`config.mk`:
```
export PLATFORM = sky130hd
export DESIGN_NAME = adcres_bank
export DESIGN_NICKNAME = d
export VERILOG_FILES = /design/src/inc/adcres_pkg.sv /design/src/logic/adcres_bank.sv
export SDC_FILE = /design/constraint.sdc
export NUM_CORES = 1
export LEC_CHECK = 0
export ABC_CLOCK_PERIOD_IN_PS = 3900
export BUFFER_PORTS_ARGS = -buffer_cell sky130_fd_sc_hd__clkbuf_2
export CAP_MARGIN = 40
export CORE_MARGIN = 5
export CORE_UTILIZATION = 70
export CTS_BUF_LIST = sky130_fd_sc_hd__clkbuf_2 sky130_fd_sc_hd__clkbuf_4 sky130_fd_sc_hd__clkbuf_8
export CTS_CLUSTER_SIZE = 16
export DETAILED_ROUTE_END_ITERATION = 12
export GPL_TIMING_DRIVEN = 1
export PLACE_DENSITY = 0.85
export SLEW_MARGIN = 20
export SYNTH_ARGS = -nofsm -noshare
export SYNTH_HDL_FRONTEND = slang
export SYNTH_SLANG_ARGS = --single-unit
```
`constraint.sdc`:
```
create_clock -name sys_clk -period 3.9 [get_ports sys_clk]
set_input_delay 0.39 -clock sys_clk [delete_from_list [all_inputs] [get_ports sys_clk]]
set_output_delay 0.39 -clock sys_clk [all_outputs]
set_load 0.05 [all_outputs]
```
`src/inc/adcres_pkg.sv`:
```
// Package: offsets, widths and reset values of the result bank
package adcres_pkg;

  // ---------------------------------------------------------------
  // Register byte offsets (MSB at offset, LSB at offset + 1)
  // ---------------------------------------------------------------
  localparam logic [7:0] ADCRES_OFS_IBUS = 8'h31;
  localparam logic [7:0] ADCRES_OFS_IBAT = 8'h33;
  localparam logic [7:0] ADCRES_OFS_VBUS = 8'h35;
  localparam logic [7:0] ADCRES_OFS_VAC1 = 8'h37;
  localparam logic [7:0] ADCRES_OFS_VAC2 = 8'h39;
  localparam logic [7:0] ADCRES_OFS_VBAT = 8'h3B;
  localparam logic [7:0] ADCRES_OFS_VSYS = 8'h3D;

  // ---------------------------------------------------------------
  // Channels, widths and reset values
  // ---------------------------------------------------------------
  localparam int          ADCRES_NCH      = 7;
  localparam int          ADCRES_CHW      = 3;
  localparam int          ADCRES_DW       = 16;
  localparam logic [15:0] ADCRES_RST_VAL  = 16'h0000;
  localparam logic [7:0]  ADCRES_RD_NONE  = 8'h00;
  localparam logic [1:0]  ADCRES_SPD_RST  = 2'h3;
  localparam logic [2:0]  ADCRES_CH_LAST  = 3'h6;

  // Channel order: ibus, ibat, vbus, vac1, vac2, vbat, vsys
  localparam logic [7:0] ADCRES_OFS_TAB [ADCRES_NCH] = '{
    ADCRES_OFS_IBUS, ADCRES_OFS_IBAT, ADCRES_OFS_VBUS, ADCRES_OFS_VAC1,
    ADCRES_OFS_VAC2, ADCRES_OFS_VBAT, ADCRES_OFS_VSYS};

  // Converter sequencing
  typedef enum logic [1:0] {
    ADCRES_IDLE = 2'b00,
    ADCRES_RUN  = 2'b01,
    ADCRES_DONE = 2'b10
  } adcres_state_e;

endpackage : adcres_pkg

```
`src/logic/adcres_bank.sv`:
```
// Result register bank of the monitoring converter
`timescale 1ns/1ns

module adcres_bank
  import adcres_pkg::*;
#(
  parameter int NCH = ADCRES_NCH
) (
  // Clock and reset
  input  wire logic                sys_clk,
  input  wire logic                sys_rst,
  // Converter control (from the control register)
  input  wire logic                conv_enable,
  input  wire logic                conv_one_shot,
  input  wire logic [1:0]          sample_speed,
  input  wire logic                average_enable,
  input  wire logic                average_start_select,
  input  wire logic [NCH-1:0]      channel_disable,
  // Raw conversion result, same clock domain
  input  wire logic                conv_done,
  input  wire logic [2:0]          conv_channel,
  input  wire logic [15:0]         conv_data,
  // Converter sequencing
  output logic                     conv_start,
  output logic [2:0]               conv_select,
  output logic [1:0]               conv_speed,
  output logic                     conv_busy,
  // Serial register port, read side
  input  wire logic [7:0]          rd_addr,
  output logic [7:0]               rd_data
);

  // ---------------------------------------------------------------
  // Sequencer
  // ---------------------------------------------------------------
  adcres_state_e    state_r;
  adcres_state_e    state_nxt;
  logic [2:0]       chan_r;
  logic             start_r;
  logic [1:0]       speed_r;
  logic             busy_r;
  logic [NCH-1:0]   avg_primed_r;

  wire logic        last_chan  = (chan_r == ADCRES_CH_LAST);
  wire logic        this_done  = conv_done && (conv_channel == chan_r);
  wire logic        chan_skip  = channel_disable[chan_r];

  always_comb begin
    state_nxt = state_r;
    case (state_r)
      ADCRES_IDLE: begin
        if (conv_enable)
          state_nxt = ADCRES_RUN;
      end
      ADCRES_RUN: begin
        if (!conv_enable)
          state_nxt = ADCRES_IDLE;
        else if ((this_done || chan_skip) && last_chan)
          state_nxt = ADCRES_DONE;
      end
      ADCRES_DONE: begin
        // Continuous restarts; one shot parks until enable drops
        if (!conv_enable)
          state_nxt = ADCRES_IDLE;
        else if (!conv_one_shot)
          state_nxt = ADCRES_RUN;
      end
      default: state_nxt = ADCRES_IDLE;
    endcase
  end

  wire logic advance  = (state_r == ADCRES_RUN) && (this_done || chan_skip);
  wire logic kick     = (state_nxt == ADCRES_RUN) &&
                        ((state_r != ADCRES_RUN) || advance);
  wire logic [2:0] kick_chan = (state_r == ADCRES_RUN && !last_chan) ?
                               chan_r + 3'h1 : 3'h0;

  always_ff @(posedge sys_clk) begin
    if (sys_rst) begin
      state_r <= ADCRES_IDLE;
      chan_r  <= '0;
      start_r <= 1'b0;
      speed_r <= ADCRES_SPD_RST;
      busy_r  <= 1'b0;
    end else begin
      state_r <= state_nxt;
      if (state_nxt != ADCRES_RUN)
        chan_r <= '0;
      else if (advance)
        chan_r <= last_chan ? 3'h0 : chan_r + 3'h1;
      // Speed latched per pass so a pass uses one resolution
      if (state_r != ADCRES_RUN)
        speed_r <= sample_speed;
      start_r <= kick && !channel_disable[kick_chan];
      busy_r  <= (state_nxt == ADCRES_RUN);
    end
  end

  logic [2:0] sel_r;
  always_ff @(posedge sys_clk) begin
    if (sys_rst)
      sel_r <= '0;
    else if (kick)
      sel_r <= kick_chan;
  end

  assign conv_start  = start_r;
  assign conv_select = sel_r;
  assign conv_speed  = speed_r;
  assign conv_busy   = busy_r;

  // ---------------------------------------------------------------
  // Result registers, one per channel
  // ---------------------------------------------------------------
  logic [15:0] result_r [NCH];
  logic [7:0]  rd_data_r;
  logic [NCH-1:0] hit_msb;
  logic [NCH-1:0] hit_lsb;

  // Signed sum halves; arithmetic shift keeps the sign
  function automatic logic [15:0] avg2(input logic [15:0] a,
                                       input logic [15:0] b);
    logic [16:0] s;
    s = {a[15], a} + {b[15], b};
    return s[16:1];
  endfunction : avg2

  genvar g;
  generate
    for (g = 0; g < NCH; g++) begin : g_ch
      wire logic upd = conv_done && (conv_channel == 3'(g)) &&
                       (state_r == ADCRES_RUN);
      wire logic first = !avg_primed_r[g] && average_start_select;
      wire logic [15:0] nxt = (average_enable && !first) ?
                              avg2(result_r[g], conv_data) : conv_data;
      always_ff @(posedge sys_clk) begin
        if (sys_rst) begin
          result_r[g]     <= ADCRES_RST_VAL;
          avg_primed_r[g] <= 1'b0;
        end else begin
          // Whole word written once, on completion only
          if (upd)
            result_r[g] <= nxt;
          if (!average_enable)
            avg_primed_r[g] <= 1'b0;
          else if (upd)
            avg_primed_r[g] <= 1'b1;
        end
      end
      // Two's complement data passes through unscaled, no offset
      assign hit_msb[g] = (rd_addr == ADCRES_OFS_TAB[g]);
      assign hit_lsb[g] = (rd_addr == ADCRES_OFS_TAB[g] + 8'h01);
    end
  endgenerate
  // Channel 0..6: map by index

  // ---------------------------------------------------------------
  // Read mux
  // ---------------------------------------------------------------
  logic [7:0] rd_sel;
  always_comb begin
    rd_sel = ADCRES_RD_NONE;
    for (int i = 0; i < NCH; i++) begin
      if (hit_msb[i])
        rd_sel = result_r[i][15:8];
      if (hit_lsb[i])
        rd_sel = result_r[i][7:0];
    end
  end

  always_ff @(posedge sys_clk) begin
    if (sys_rst)
      rd_data_r <= ADCRES_RD_NONE;
    else
      rd_data_r <= rd_sel;
  end

  assign rd_data = rd_data_r;

endmodule : adcres_bank

```
==> impl_metrics.ini <==
[setup_path]
end_kind = flip-flop
critPathMaxFanout = 13
crit_top_cell = sky130_fd_sc_hd__nand2b_1
crit_chain = nand2b_1 > nor4_2 > nand2b_1 > nor2_1 > a22o_1
critical-path-max-stage-delay_ns = 0.53
critPathKind = reg -> reg
crit_family = simple AND/OR/NAND/NOR gates
timing.critical_path.from_type = flip-flop
worst_ep_arrival_time_ns = 2.93
cp.required_ns = 4.23
critical_path_buf_inv_count = 0
cpMaxStageDelayCell = sky130_fd_sc_hd__nor2_1

[clock_network]
clock_path_buffers = 2
postCtsSetupBuffers = 0
cts.repair.resized = 0
cts.hold.buffers_added = 0
clk_root_buffer_cell = sky130_fd_sc_hd__clkbuf_8
cts-buffers-inserted = 17
worstSkewPairLatency_ns = 0.47
tritoncts = done
clk_transition_reported_paths_ns = 0.08
cts.sinks = 139
ctsHtreeMaxLevel = 4

[cells_and_area]
finalInstanceArea_um2 = 13000
syn_to_final_growth_pct = 6.89
final_cell_mix = sky130_fd_sc_hd__a21oi_1 (155), sky130_fd_sc_hd__nor2_1 (137), sky130_fd_sc_hd__nand2_1 (113)
finish.net_count = 1584
most_common_library_cell_in_the_layout_ignoring_fill_and_taps = sky130_fd_sc_hd__a21oi_1
finalCoreUtilization_pct = 75.6
antennaDiodeCount = 0
drive_gt1_share_pct = 10.1
num-fill-cells = 1332
finalNonFillerCells = 1665

[global_route]
first_global_vias = 10588
globalRouteOverflowTotal = 0
wire_length_of_the_first_global_routing_pass_mm = 56.1
antenna_violations_before_repair = 0
grt_max_degree = 40
grt_usage_pct = 35.3

[route]
drcViolationCount = 0
drt.antenna.violating_nets = 0
vias = 11463
first_pass_iters = 6
routed_wirelength_mm = 35.5
routed_via_density = 6.88
initialDrtViolationCount = 1481
route.detailed.wl_per_inst_um = 21.3

[synth]
synth_enable_flop_cells = 112
postSynthRegisterBits = 139
synth_cells = 1390
yosys_most_used_dff = sky130_fd_sc_hd__edfxtp_1
fraction_of_registers_with_async_set_or_reset_after_synthesis_pct = 0
syn_area_um2 = 12100
syn-mean-instance-area_um2 = 8.73
netlist-cell-type-count = 74
synth.yosys.warnings = 0
synth.net_count = 1547
ys_seq_area_share_pct = 32.2

[timing]
setup_total_negative_slack_ns = 0
maxSlewViolCount = 0
worstMarginPinSlew_ns = 0.805
finalCritPeriodShare_pct = 66.5
worst_slew_margin_rel_pct = 46.4
hold_viol_final = 0
max_freq_mhz = 385
setup-violations-final = 0
fin_hold_ws_ns = 0.129
finalWorstPathRequiredPeriod_ns = 2.59
finClkSkew_ns = 0.0162
rsz0062_at_grt = no

[pwr]
power_per_cell_area_nw_per_um2 = 306
vdd_drop_max_v = 0.000209
p_leak_nw = 5.22

[die]
dieHeight_um = 142
ioPinCount = 58
fp.coreArea_um2 = 17200
die_width_um = 142
initial_core_util_pct = 70.7
num_rows = 48
fp.dieArea_um2 = 20100

[placement]
instance_count_after_placement_with_tap_cells_included = 1632
post-dp-hpwl_mm = 25.4
portBuffers = 57
gpl.final_weighted_congestion = 0.965
dpl_cell_area_um2 = 12500

[job]
maxCapViolations = 0

[worst_hold_path]
worst_hold_path_type = in -> reg

[run_status]
run_status = finished, final reports clean
layer usage:
metal	share of wire (%)	GRT usage, %
met1	40	48.2
met2	45	55.6
met3	9.8	6.00
met4	4.9	15.6
met5	0	0
where the power goes:
| group | switching [mW] | internal, mW |
|---|---|---|
| combinational | 0.606 | 0.376 |
| clock | 0.591 | 0.706 |
| sequential | 0.0436 | 1.65 |
cell usage after synthesis, drive strengths merged, types with 18 or more instances:
library cell,number,area share (%)
buf,22,1.1
nand3,42,1.7
a211oi,23,1.4
inv,49,1.5
o21a,28,1.7
or3,30,1.5
nand2,116,3.6
ha,107,11
o21ai,94,4.0
nand2b,18,0.93
dfxtp,27,4.5
mux2i,32,2.6
clkbuf,29,0.90
xnor2,37,2.7
nor3,54,2.2
a21o,18,1.1
a22o,25,1.8
nor2b,23,1.2
nor2,139,4.4
a21oi,157,6.5
edfxtp,112,28
state kept, by name, indices dropped and copies added, names as in the netlist:
name	count
avg_primed_r	7
chan_r	3
conv_busy	1
conv_select	3
conv_speed	2
conv_start	1
rd_data	8
result_r	112
state_r	2
kinds of logic (layout without fill, tap and decap cells):
group           Yosys count  after routing  synth area share [%]
xor+xnor                 50             50                  3.61
compound gates          457            457                  24.2
fa+ha+maj               114            114                  12.2
mux                      52             52                  5.17
simple gates            478            478                  19.2
buf+inv                 100            150                  3.52
flops                   139            139                  32.2
worst paths after layout:
kind | startpoint | to | slack [ns] | cells after the start
max | state_r[1] | result_r[4][11] | 1.31 | 5
min | sample_speed[0] | conv_speed[0] | 0.13 | 3
max reg2reg | state_r[1] | result_r[4][11] | 1.31 | 5
min reg2reg | avg_primed_r[0] | avg_primed_r[0] | 0.46 | 2
layout make-up:
cell class,count,area [µm²],share of cell area [%]
multi-input combinational,1151,7810,60.2
sequential,139,3900,30.1
timing repair buffer,69,379,2.92
clock buffer,24,305,2.35
tap,225,282,2.17
inverter,49,184,1.42
clock inverter,8,115,0.887
metrics by stage:
step / power [mW] / worst slack [ns]
2_1_floorplan: 2.41 / 1.23
3_3_place_gp: 2.65 / 1.05
5_1_grt: 4.13 / 1.14
6_report: 3.97 / 1.31
3_5_place_dp: 2.68 / 0.958
4_1_cts: 3.94 / 1.39
tightest hold or removal path, cell delays in order:
cell and delay (ns):
sky130_fd_sc_hd__clkbuf_2 0.07, sky130_fd_sc_hd__nand2_1 0.04, sky130_fd_sc_hd__nand3b_1 0.07
Note: power is estimated with default switching activity, not from simulation.
